===== src/esxs_consts.svh =====
// Register offsets, field positions, reset values and counts of the sleep-capable serial block.
`ifndef ESXS_CONSTS_SVH
`define ESXS_CONSTS_SVH

`define ESXS_OFF_CTRL 12'h000
`define ESXS_OFF_TXDATA 12'h004
`define ESXS_OFF_RXDATA 12'h008
`define ESXS_OFF_STATUS 12'h00C
`define ESXS_OFF_IRQ_STAT 12'h010
`define ESXS_OFF_IRQ_MASK 12'h014
`define ESXS_OFF_INT_CTRL 12'h018
`define ESXS_OFF_PIN_A 12'h01C
`define ESXS_OFF_PIN_B 12'h020
`define ESXS_OFF_SLEEP 12'h024

`define ESXS_CTRL_EN 0
`define ESXS_CTRL_SYNC 1
`define ESXS_CTRL_SLAVE 2
`define ESXS_CTRL_RXEN 3
`define ESXS_CTRL_TXEN 4

`define ESXS_ST_RCF 0
`define ESXS_ST_TRF 1
`define ESXS_ST_BUSY 2
`define ESXS_ST_SLEEP 3

`define ESXS_IRQ_RX 0
`define ESXS_IRQ_TX 1
`define ESXS_IRQ_OVR 2

`define ESXS_IE_RC 0
`define ESXS_IE_TX 1
`define ESXS_IE_PERI 2
`define ESXS_IE_GLOB 3

`define ESXS_RST_CTRL 5'h00
`define ESXS_RST_INTEN 4'h0
`define ESXS_RST_IRQ 3'h0
`define ESXS_RST_BYTE 8'h00

`define ESXS_LAST_BIT 3'h7

`endif


===== src/esxs_pkg.sv =====
// Types shared by the sleep-capable serial block.
package esxs_pkg;

    typedef enum logic {
        ESXS_TX_IDLE,
        ESXS_TX_SHIFT
    } esxs_tx_state_t;

    typedef struct packed {
        logic [4:0] ctrl;
        logic [3:0] inten;
        logic [2:0] irq_stat;
        logic [2:0] irq_mask;
        logic pin_data_alt;
        logic pin_clk_alt;
        logic sleep;
        logic clk_prev;
        logic [7:0] rx_shift;
        logic [2:0] rx_cnt;
        logic [7:0] rx_buf;
        logic rx_full;
        esxs_tx_state_t tx_state;
        logic [7:0] transmit_shift_register;
        logic [2:0] tx_cnt;
        logic [7:0] thr;
        logic thr_full;
        logic data_a;
        logic data_a_oe_n;
        logic data_b;
        logic data_b_oe_n;
        logic pready;
        logic pslverr;
        logic [31:0] prdata;
        logic irq;
        logic resume;
        logic vector;
    } esxs_state_t;

endpackage


===== src/esxs_core.sv =====
// Synchronous slave serial transceiver that keeps shifting while the processor sleeps.
//
// Notes on behaviour
// - In sleep, only the synchronous slave configuration shifts; other modes stay idle.
// - Shift registers advance only on edges of the master's clock pin.
// - Receiving in sleep, the data pin is an input clocked by the pin clock.
// - A completed received word sets the receive complete flag, which requests wake.
// - Transmitting in sleep, the device drives data on the master's clock.
// - After a word leaves, the held byte moves in and transmit ready sets.
// - Writing the holding register clears transmit ready, unless an idle enabled transmitter takes the byte at once.
// - Wake resumes after sleep; with global enable the vector is taken.
// - Data and clock pins relocate by two registers; reset picks default spots.
//
// Local design decisions: the placing of the registers and the APB interface to the registers.
`timescale 1ns/100ps
`include "esxs_consts.svh"
module esxs_core (
    // Clock and reset.
    input wire logic ref_clk_i,
    input wire logic resetn_i,
    // APB slave.
    input wire logic psel_i,
    input wire logic penable_i,
    input wire logic pwrite_i,
    input wire logic [11:0] paddr_i,
    input wire logic [31:0] pwdata_i,
    output logic [31:0] prdata_o,
    output logic pready_o,
    output logic pslverr_o,
    // Processor side.
    output logic irq_o,
    output logic resume_o,
    output logic vector_o,
    // Serial data pin, default and alternate location.
    input wire logic data_a_i,
    output logic data_a_o,
    output logic data_a_oe_n_o,
    input wire logic data_b_i,
    output logic data_b_o,
    output logic data_b_oe_n_o,
    // Serial clock pin from the master, default and alternate location.
    input wire logic clk_a_i,
    input wire logic clk_b_i
);
    esxs_pkg::esxs_state_t s_q;
    esxs_pkg::esxs_state_t s_d;

    logic [3:0] pin_raw;
    logic [3:0] pin_sync;
    logic clk_sel;
    logic data_in;
    logic rise;
    logic fall;
    logic sync_slave;
    logic rx_on;
    logic tx_on;
    logic wake_cond;
    logic acc;
    logic commit;
    logic wr;
    logic rd;
    logic rx_done;
    logic rx_load;
    logic tx_ev;
    logic ovr_ev;

    assign pin_raw = {clk_b_i, clk_a_i, data_b_i, data_a_i};

    // Every pin is asynchronous to ref_clk_i, so each passes two flops first.
    for (genvar i = 0; i < 4; i++) begin : g_sync
        esxs_sync u_sync (
            .ref_clk_i(ref_clk_i),
            .resetn_i(resetn_i),
            .d_i(pin_raw[i]),
            .q_o(pin_sync[i])
        );
    end

    assign clk_sel = s_q.pin_clk_alt ? pin_sync[3] : pin_sync[2];
    assign data_in = s_q.pin_data_alt ? pin_sync[1] : pin_sync[0];
    // Edges are found on the sampled pin clock; the master clock must stay well below
    // half of ref_clk_i or edges are missed.
    assign rise = clk_sel & ~s_q.clk_prev;
    assign fall = ~clk_sel & s_q.clk_prev;

    // Master and asynchronous modes need the stopped system clock and are not built here.
    assign sync_slave = s_q.ctrl[`ESXS_CTRL_EN] & s_q.ctrl[`ESXS_CTRL_SYNC]
        & s_q.ctrl[`ESXS_CTRL_SLAVE];
    assign rx_on = sync_slave & s_q.ctrl[`ESXS_CTRL_RXEN];
    assign tx_on = sync_slave & s_q.ctrl[`ESXS_CTRL_TXEN] & ~s_q.ctrl[`ESXS_CTRL_RXEN];

    // Pure gating of flags and enables, so a stopped core clock could still see it.
    assign wake_cond = s_q.inten[`ESXS_IE_PERI]
        & ((s_q.rx_full & s_q.inten[`ESXS_IE_RC])
        | (~s_q.thr_full & s_q.inten[`ESXS_IE_TX]));

    assign acc = psel_i & penable_i;
    assign commit = acc & s_q.pready;
    assign wr = commit & pwrite_i & ~s_q.pslverr;
    assign rd = commit & ~pwrite_i & ~s_q.pslverr;

    always_comb begin
        logic hit;
        logic [31:0] rval;
        hit = 1'b1;
        rval = 32'h00000000;
        s_d = s_q;
        rx_done = 1'b0;
        rx_load = 1'b0;
        tx_ev = 1'b0;
        ovr_ev = 1'b0;
        s_d.resume = 1'b0;
        s_d.vector = 1'b0;
        s_d.clk_prev = clk_sel;

        // Read mux, sampled one cycle before the answer.
        case (paddr_i)
            `ESXS_OFF_CTRL: rval = {27'h0, s_q.ctrl};
            `ESXS_OFF_TXDATA: rval = {24'h000000, s_q.thr};
            `ESXS_OFF_RXDATA: rval = {24'h000000, s_q.rx_buf};
            `ESXS_OFF_STATUS: begin
                rval[`ESXS_ST_RCF] = s_q.rx_full;
                rval[`ESXS_ST_TRF] = ~s_q.thr_full;
                rval[`ESXS_ST_BUSY] = (s_q.tx_state == esxs_pkg::ESXS_TX_SHIFT);
                rval[`ESXS_ST_SLEEP] = s_q.sleep;
            end
            `ESXS_OFF_IRQ_STAT: rval = {29'h0, s_q.irq_stat};
            `ESXS_OFF_IRQ_MASK: rval = {29'h0, s_q.irq_mask};
            `ESXS_OFF_INT_CTRL: rval = {28'h0, s_q.inten};
            `ESXS_OFF_PIN_A: rval = {31'h0, s_q.pin_data_alt};
            `ESXS_OFF_PIN_B: rval = {31'h0, s_q.pin_clk_alt};
            `ESXS_OFF_SLEEP: rval = {31'h0, s_q.sleep};
            default: hit = 1'b0;
        endcase

        // One wait state: pready rises in the second access cycle.
        s_d.pready = 1'b0;
        s_d.pslverr = 1'b0;
        if (acc & ~s_q.pready) begin
            s_d.pready = 1'b1;
            s_d.pslverr = ~hit;
            s_d.prdata = hit ? rval : 32'h00000000;
        end

        // Software writes; hardware sets below win over these clears.
        if (wr) begin
            case (paddr_i)
                `ESXS_OFF_CTRL: s_d.ctrl = pwdata_i[4:0];
                `ESXS_OFF_IRQ_STAT: s_d.irq_stat = s_q.irq_stat & ~pwdata_i[2:0];
                `ESXS_OFF_IRQ_MASK: s_d.irq_mask = pwdata_i[2:0];
                `ESXS_OFF_INT_CTRL: s_d.inten = pwdata_i[3:0];
                `ESXS_OFF_PIN_A: s_d.pin_data_alt = pwdata_i[0];
                `ESXS_OFF_PIN_B: s_d.pin_clk_alt = pwdata_i[0];
                `ESXS_OFF_SLEEP: s_d.sleep = s_q.sleep | pwdata_i[0];
                default: ;
            endcase
        end
        if (rd && paddr_i == `ESXS_OFF_RXDATA) begin
            s_d.rx_full = 1'b0;
        end

        // Receiver.
        if (!rx_on) begin
            s_d.rx_cnt = 3'h0;
        end else if (rise) begin
            s_d.rx_shift = {data_in, s_q.rx_shift[7:1]};
            s_d.rx_cnt = s_q.rx_cnt + 3'h1;
            if (s_q.rx_cnt == `ESXS_LAST_BIT) begin
                rx_done = 1'b1;
                if (s_d.rx_full) begin
                    ovr_ev = 1'b1;
                end else begin
                    rx_load = 1'b1;
                    s_d.rx_buf = {data_in, s_q.rx_shift[7:1]};
                    s_d.rx_full = 1'b1;
                end
            end
        end

        // Transmitter: bit 0 of the shift register is on the pin; it moves on each fall.
        case (s_q.tx_state)
            esxs_pkg::ESXS_TX_IDLE: begin
                if (tx_on && s_q.thr_full) begin
                    s_d.transmit_shift_register = s_q.thr;
                    s_d.thr_full = 1'b0;
                    s_d.tx_cnt = 3'h0;
                    s_d.tx_state = esxs_pkg::ESXS_TX_SHIFT;
                    tx_ev = 1'b1;
                end
            end
            esxs_pkg::ESXS_TX_SHIFT: begin
                if (!tx_on) begin
                    s_d.tx_state = esxs_pkg::ESXS_TX_IDLE;
                end else if (fall) begin
                    if (s_q.tx_cnt == `ESXS_LAST_BIT) begin
                        s_d.tx_cnt = 3'h0;
                        if (s_q.thr_full) begin
                            s_d.transmit_shift_register = s_q.thr;
                            s_d.thr_full = 1'b0;
                            tx_ev = 1'b1;
                        end else begin
                            s_d.tx_state = esxs_pkg::ESXS_TX_IDLE;
                        end
                    end else begin
                        s_d.transmit_shift_register = {1'b1, s_q.transmit_shift_register[7:1]};
                        s_d.tx_cnt = s_q.tx_cnt + 3'h1;
                    end
                end
            end
            default: s_d.tx_state = esxs_pkg::ESXS_TX_IDLE;
        endcase
        if (wr && paddr_i == `ESXS_OFF_TXDATA) begin
            if (tx_on && s_d.tx_state == esxs_pkg::ESXS_TX_IDLE && !s_q.thr_full) begin
                s_d.transmit_shift_register = pwdata_i[7:0];
                s_d.tx_cnt = 3'h0;
                s_d.tx_state = esxs_pkg::ESXS_TX_SHIFT;
            end else begin
                // A write onto a still full holding register replaces the old byte.
                s_d.thr = pwdata_i[7:0];
                s_d.thr_full = 1'b1;
            end
        end

        // Pin drive; the unused location is released, the line idles high.
        s_d.data_a_oe_n = ~(tx_on & ~s_q.pin_data_alt);
        s_d.data_b_oe_n = ~(tx_on & s_q.pin_data_alt);
        s_d.data_a = (s_d.tx_state == esxs_pkg::ESXS_TX_SHIFT) ? s_d.transmit_shift_register[0] : 1'b1;
        s_d.data_b = s_d.data_a;

        // Sticky events, set wins over the write-one clear.
        s_d.irq_stat[`ESXS_IRQ_RX] = s_d.irq_stat[`ESXS_IRQ_RX] | rx_load;
        s_d.irq_stat[`ESXS_IRQ_TX] = s_d.irq_stat[`ESXS_IRQ_TX] | tx_ev;
        s_d.irq_stat[`ESXS_IRQ_OVR] = s_d.irq_stat[`ESXS_IRQ_OVR] | ovr_ev;
        s_d.irq = |(s_d.irq_stat & s_d.irq_mask);

        // Wake: a sleep request made while a wake source is active falls straight through.
        if (s_d.sleep && wake_cond) begin
            s_d.sleep = 1'b0;
            s_d.resume = 1'b1;
            s_d.vector = s_q.inten[`ESXS_IE_GLOB];
        end
    end

    always_ff @(posedge ref_clk_i) begin
        if (!resetn_i) begin
            s_q <= '0;
            s_q.ctrl <= `ESXS_RST_CTRL;
            s_q.inten <= `ESXS_RST_INTEN;
            s_q.irq_stat <= `ESXS_RST_IRQ;
            s_q.irq_mask <= `ESXS_RST_IRQ;
            s_q.thr <= `ESXS_RST_BYTE;
            s_q.transmit_shift_register <= `ESXS_RST_BYTE;
            s_q.tx_state <= esxs_pkg::ESXS_TX_IDLE;
            s_q.data_a <= 1'b1;
            s_q.data_b <= 1'b1;
            s_q.data_a_oe_n <= 1'b1;
            s_q.data_b_oe_n <= 1'b1;
        end else begin
            s_q <= s_d;
        end
    end

    assign prdata_o = s_q.prdata;
    assign pready_o = s_q.pready;
    assign pslverr_o = s_q.pslverr;
    assign irq_o = s_q.irq;
    assign resume_o = s_q.resume;
    assign vector_o = s_q.vector;
    assign data_a_o = s_q.data_a;
    assign data_a_oe_n_o = s_q.data_a_oe_n;
    assign data_b_o = s_q.data_b;
    assign data_b_oe_n_o = s_q.data_b_oe_n;
endmodule


===== src/esxs_sync.sv =====
// Two-flop synchroniser for one pin input.
`timescale 1ns/100ps
module esxs_sync (
    // Clock and reset.
    input wire logic ref_clk_i,
    input wire logic resetn_i,
    // Pin level in, synchronised level out.
    input wire logic d_i,
    output logic q_o
);
    logic meta_q;

    always_ff @(posedge ref_clk_i) begin
        if (!resetn_i) begin
            meta_q <= 1'b0;
            q_o <= 1'b0;
        end else begin
            meta_q <= d_i;
            q_o <= meta_q;
        end
    end
endmodule


===== config.mk =====
export PLATFORM = sky130hd
export DESIGN_NAME = esxs_core
export DESIGN_NICKNAME = d
export VERILOG_FILES = /design/src/esxs_pkg.sv /design/src/esxs_core.sv /design/src/esxs_sync.sv
export VERILOG_INCLUDE_DIRS = /design/src
export SDC_FILE = /design/constraint.sdc
export NUM_CORES = 1
export LEC_CHECK = 0
export ABC_AREA = 1
export ABC_CLOCK_PERIOD_IN_PS = 2300
export BUFFER_PORTS_ARGS = -buffer_cell sky130_fd_sc_hd__buf_2
export CAP_MARGIN = 20
export CELL_PAD_IN_SITES_DETAIL_PLACEMENT = 1
export CELL_PAD_IN_SITES_GLOBAL_PLACEMENT = 1
export CORE_ASPECT_RATIO = 1.25
export CORE_MARGIN = 2
export CORE_UTILIZATION = 38
export CTS_CLUSTER_SIZE = 25
export DETAILED_ROUTE_END_ITERATION = 16
export GPL_ROUTABILITY_DRIVEN = 0
export PLACE_DENSITY_LB_ADDON = 0.1
export SLEW_MARGIN = 20
export SYNTH_ARGS = -nofsm -noshare
export SYNTH_HDL_FRONTEND = slang
export SYNTH_HIERARCHICAL = 1
export SYNTH_SLANG_ARGS = --single-unit
export TNS_END_PERCENT = 30

===== constraint.sdc =====
create_clock -name ref_clk_i -period 2.3 [get_ports ref_clk_i]
set_clock_uncertainty 0.2 [all_clocks]
set_input_delay 0.115 -clock ref_clk_i [delete_from_list [all_inputs] [get_ports ref_clk_i]]
set_output_delay 0.115 -clock ref_clk_i [all_outputs]
set_load 0.1 [all_outputs]

* After elaboration in Yosys (flattened, before gate mapping)
Cells that the tools add are included.
W data, S select, Z words.
** Word-level totals
- Logic and storage cells :: 160
- Register bits after elaboration :: 108
- Output and inout port bits :: 41
- Input port bits :: 53
** Operators by class
- Mux-type cells :: 48
- Reduce and logical (&&, ||, !) cells :: 22
- Add/subtract/negate cells :: 2
- Bitwise operators :: 43
- Eq/ne operators :: 11
** Operator list (number)
- $eq A12 B5 Y1 const B :: 4
- $pmux W4 S10 :: 1
- $mux W12 :: 3
- $mux W34 :: 1
- $mux W32 :: 1
- $mux W1 :: 29
- $eq A12 B4 Y1 const B :: 2
- $eq A12 B6 Y1 const B :: 2
- $pmux W12 S2 :: 1
- $mux W11 :: 2
- $mux W21 :: 1
- $reduce_and A2 Y1 :: 10
- $and A1 B1 Y1 :: 19
- $mux W9 :: 2
- $not A1 Y1 :: 16
- $eq A12 B3 Y1 const B :: 1
- $logic_not A12 Y1 :: 1
- $pmux W4 S3 :: 1
- $reduce_or A10 Y1 :: 1
- $mux W8 :: 1
- $add A3 B1 Y3 const B :: 2
- $and A3 B3 Y3 :: 2
- $eq A3 B3 Y1 const B :: 2
- $logic_and A1 B1 Y1 :: 6
- other kinds (9) :: 15

* Depth between registers and ports, before layout
- Word-level depth :: 13
- Mapped depth :: 12

* Modules after synthesis
Netlist, hierarchy kept.
** Modules (own cells, without submodules)
- esxs_core :: times used 1, seq. area each 1501.4 um^2, area each 3891.2 um^2, cells an instance 565
- esxs_sync :: times used 4, seq. area each 40.0 um^2, area each 55.1 um^2, cells an instance 6

* Worst setup path after synthesis
Ideal clock, no wire load.
- Kind :: register -> register
- Start :: reg s_q (netlist bit pready_o)
- End :: reg s_q (netlist bit data_b_o)
- Path buffers :: 0
- Stages on the path, launching flop included :: 8
- Setup slack :: -0.134 ns
- Arrival :: 2.114 ns
- Setup time :: 0.121 ns
- Cells stage by stage :: dfxtp_1 nand4_1 nor2_4 inv_1 nor2_4 nand2_1 nand2_1 nand2_1
** On the way
- Cells in the longest elaborated chain, start to end :: 6
** RTL lines
- start, declared :: RTL line esxs_core.sv:45 : esxs_pkg::esxs_state_t s_q;
- $and A1 B1 Y1 * :: RTL line esxs_core.sv:98 : assign commit = acc & s_q.pready;
- $and A1 B1 Y1 * (2 in a row) :: RTL line esxs_core.sv:99 : assign wr = commit & pwrite_i & ~s_q.pslverr;
- $logic_and A1 B1 Y1 (no source line) *
- $mux W21 * :: RTL line esxs_core.sv:212 : if (wr && paddr_i == `ESXS_OFF_TXDATA) begin
- $reduce_and A2 Y1 (no source line)
Every way passes the cells marked *; elsewhere a longest branch is shown, timed or not.
A chain may end at the register's enable or synchronous reset.

* Final worst setup path
- Start :: reg s_q[50] (netlist bit)
- End :: reg s_q (netlist bit data_b_o)
** On the way
- Cells in the longest elaborated chain, start to end :: 11
** RTL lines
- $eq A3 B3 Y1 (no source line) *
- $mux W1 :: RTL line esxs_core.sv:195 : if (s_q.tx_cnt == `ESXS_LAST_BIT) begin
- $mux W12 * :: RTL line esxs_core.sv:194 : end else if (fall) begin
- $mux W1 :: RTL line esxs_core.sv:192 : if (!tx_on) begin
- $pmux W12 S2 * :: RTL line esxs_core.sv:181 : case (s_q.tx_state)
- $not A1 Y1 :: RTL line esxs_core.sv:213 : if (tx_on && s_d.tx_state == esxs_pkg::ESXS_TX_IDLE && !s_q.thr_full) begin
- $logic_and A1 B1 Y1 (2 in a row) :: RTL line esxs_core.sv:213
- $mux W12 :: RTL line esxs_core.sv:213
- $mux W21 * :: RTL line esxs_core.sv:212
- $reduce_and A2 Y1 (no source line)
Marks and branches as above.

==> key figures <==
Status
  – Status: finished, final reports clean

Worst setup path
  – Nature of the critical path startpoint: flop
  – Worst setup startpoint: s_q[50]
  – Critical R2R Capture: data_b_o
  – Capture point of the critical path: data_b_o
  – Reg2Reg Setup Slack: 0.26 ns
  – CP max stage cell: dfxtp_1
  – Most frequent CP cell: nand2_1
  – Reg2reg start: s_q[50]
  – CP cell instances: ha_1 -> ha_1 -> inv_1 -> nor2_1 -> nand2_1 -> nand2_1 -> nand4_2 -> a31oi_1 -> nand2_1
  – Setup CP Type: flop to flop
  – CP Max Fanout: 9
  – Worst EP required: 2.31 ns
  – Slowest stage delay, CP: 0.36 ns
  – Worst reg-to-reg path cell count: 9
  – Crit end category: flop
  – Worst path arrival time: 2.05 ns

Clock tree
  – Root Buffer: clkbuf_16
  – Clock buffer depth: 2
  – Total CTS buffers: 9
  – CTS tree: yes
  – CTS clk-pin slew, worst paths: 0.06 ns
  – # H-tree levels: 3
  – Worst-Skew Late Latency: 0.33 ns
  – Clock Sinks: 83
  – Post-CTS Setup Bufs: 0

Power and ir drop
  – Worst vdd ir: 580 uV
  – Net Sw Frac: 25.4%
  – Seq pwr share: 45.4%
  – P_sw: 0.811 mW
  – Gate power share: 10.0%
  – Int Pwr: 2.38 mW
  – P per Cell Area: 657 mW/mm^2
  – Leakage: 1.98 nW
  – Power share of the clock group: 44.6%

Route
  – Routed via count: 3,955
  – WL per Instance: 15.1 um
  – Pre-antenna DRT Iters: 4
  – DRT antenna net count: 0
  – DRC errors left: 0
  – Via-per-instance ratio: 5.01
  – Number of DRC markers in iteration 0: 148
  – Routed WL: 11.9 mm

Global routing
  – Antenna violations before repair: 0
  – Largest net degree at the start of global routing: 48
  – Vias in the first global route: 4,005
  – Grt ovf: 0
  – First-pass GRT wire length: 19.5 mm
  – Aggregate global-route resource usage: 21.0%

Hold path
  – HP Class: input port to flop

Floorplanning
  – Core Region: 0.0106 mm^2
  – DIE HEIGHT: 120 um
  – Ports: 94
  – # rows: 42
  – Starting Density: 38.9%
  – Die Area: 0.0117 mm^2
  – Die width: 97.0 um

Logic synthesis
  – Synthesized flop and latch total: 83
  – Synth Warn #: 6
  – Mapped Cells: 589
  – Post-Syn Area: 0.00411 mm^2
  – Sequential share of the synthesized area: 40.4%
  – Syn_area_per_cell: 6.98 um^2
  – Number of distinct standard cells referenced by the synthesized netlist: 33

Cells and area
  – Layout Area Growth over Synthesis: 18.1%
  – Final net count: 712
  – FILL cells: 1,375
  – Commonest non-fill, non-tap cell in the layout: nand2_1
  – Antenna fix cells: 0
  – Most frequent cells in the layout: nand2_1, dfxtp_1, inv_1
  – Non-Filler Instances: 789
  – Share of cells above drive strength 1: 15.7%

Place
  – Port Buffers: 45
  – Final HPWL DP: 9.16 mm
  – Dpl cells: 764

Job
  – # Max-Cap Violations: 0

STA
  – Setup violators final: 0
  – Min Tclk post-route: 2.04 ns
  – Unrepaired setup endpoints after global routing: false
  – Relative slew slack: 65.1%
  – Fin crit share: 88.8%
  – Upper clock frequency limit: 0.490 GHz
  – Max-slew violations: 0
  – Post-Route Setup TNS: 0 ns
  – Final Hold Viols: 0
  – Least-Margin Pin Slew: 0.523 ns
==> metrics by stage <==
step	setup WS (ns)	hold slack (ns)	util (%)	power, mW	cell area (um^2)
floorplan	0.190	0.00845	-	1.75	4200
global placement	0.316	0.0951	42.1	1.78	4440
detailed placement	0.269	0.102	42.1	1.78	4440
CTS	0.248	0.0196	45.9	3.22	4850
global route	0.0175	0.0389	46.0	3.30	4860
finish	0.259	0.0234	46.0	3.19	4860
==> Yosys cell counts (all sizes together) <==
master / number / share of area, %
ha: 4 / 1.2
clkinv: 1 / 0.091
clkbuf: 8 / 0.73
a211oi: 1 / 0.18
o21a: 1 / 0.18
buf: 38 / 6.7
a21oi: 53 / 6.5
nor4: 1 / 0.15
o211ai: 4 / 0.73
nand2: 133 / 13
nand3b: 2 / 0.37
a31oi: 2 / 0.30
inv: 62 / 5.7
nand3: 58 / 7.4
nand4: 2 / 0.46
conb: 1 / 0.091
dfxtp: 83 / 40
xnor2: 1 / 0.21
o21ai: 51 / 6.2
o22ai: 4 / 0.61
nor3: 9 / 1.5
nor2: 69 / 7.6
a22oi: 1 / 0.18
==> power by group through the flow <==
stage	registers, mW	logic [mW]	clock network [mW]
2_1_floorplan	1.49	0.259	0
4_1_cts	1.45	0.318	1.45
6_report	1.45	0.318	1.42
3_5_place_dp	1.48	0.302	0
5_1_grt	1.45	0.337	1.52
3_3_place_gp	1.48	0.298	0
==> state kept, by name, indices dropped and copies added (netlist names), 4 cells and up <==
register              flops
g_sync.u_sync/meta_q      4
s_q                      59
g_sync.u_sync/q_o         4
prdata_o                  8
==> worst min path at each step <==
stage | startpoint | to | slack, ns | cells past startpoint
after global routing | paddr_i[2] | s_q[84] | 0.04 | 4
after CTS | paddr_i[3] | s_q[84] | 0.02 | 4
after global placement | data_a_i | g_sync[0].u_sync/meta_q | 0.1 | 3
after floorplan | resetn_i | g_sync[0].u_sync/meta_q | 0.008 | 2
final | paddr_i[3] | s_q[84] | 0.02 | 4
after detailed placement | data_b_i | g_sync[1].u_sync/meta_q | 0.10 | 3
==> area by class of cell <==
cell class                      count  area (um^2)  share of cell area, %
Multi-Input combinational cell    420         2000                   41.2
Clock buffer                       11          253                   5.20
Timing Repair Buffer               78          503                   10.4
Inverter                           63          236                   4.87
Tap cell                          132          165                   3.40
Sequential cell                    83         1660                   34.2
Clock inverter                      2         37.5                  0.773
==> worst max-delay path: cells and delay by family, from the launching register on <==
family / cells / cell delay [ns]
AOI/OAI and AO/OA: 1 / 0.31
adders and majority gates: 2 / 0.32
buffers and inverters: 1 / 0.06
DFF: 1 / 0.36
and+or+nand+nor: 5 / 0.67
==> metal layers <==
metal / vias to the layer above / GRT usage, % / share of wire (%)
met5: - / 0 / 0
met4: 0 / 7.04 / 2.1
met3: 13 / 3.53 / 2.6
met2: 53 / 38.8 / 54
met1: 1904 / 24.4 / 42
li1: 1985 / - / -
==> kinds of logic after synthesis <==
kind of cell / count (synthesis) / share of synthesized area (%)
flip-flops: 83 / 40.4
adder cells (fa/ha/maj): 4 / 1.22
AND/OR/NAND/NOR: 274 / 30.0
XOR/XNOR: 1 / 0.213
AO/OA/AOI/OAI: 117 / 14.9
buffers and inverters: 109 / 13.2
other: 1 / 0.0912
==> what timing repair did <==
item                                   CTS  global route
setup endpoints to repair                0             1
hold buffers                            12             0
gates resized for setup                  0             1
endpoints found under the hold margin   22             0
(Power assumes the default switching activity.)
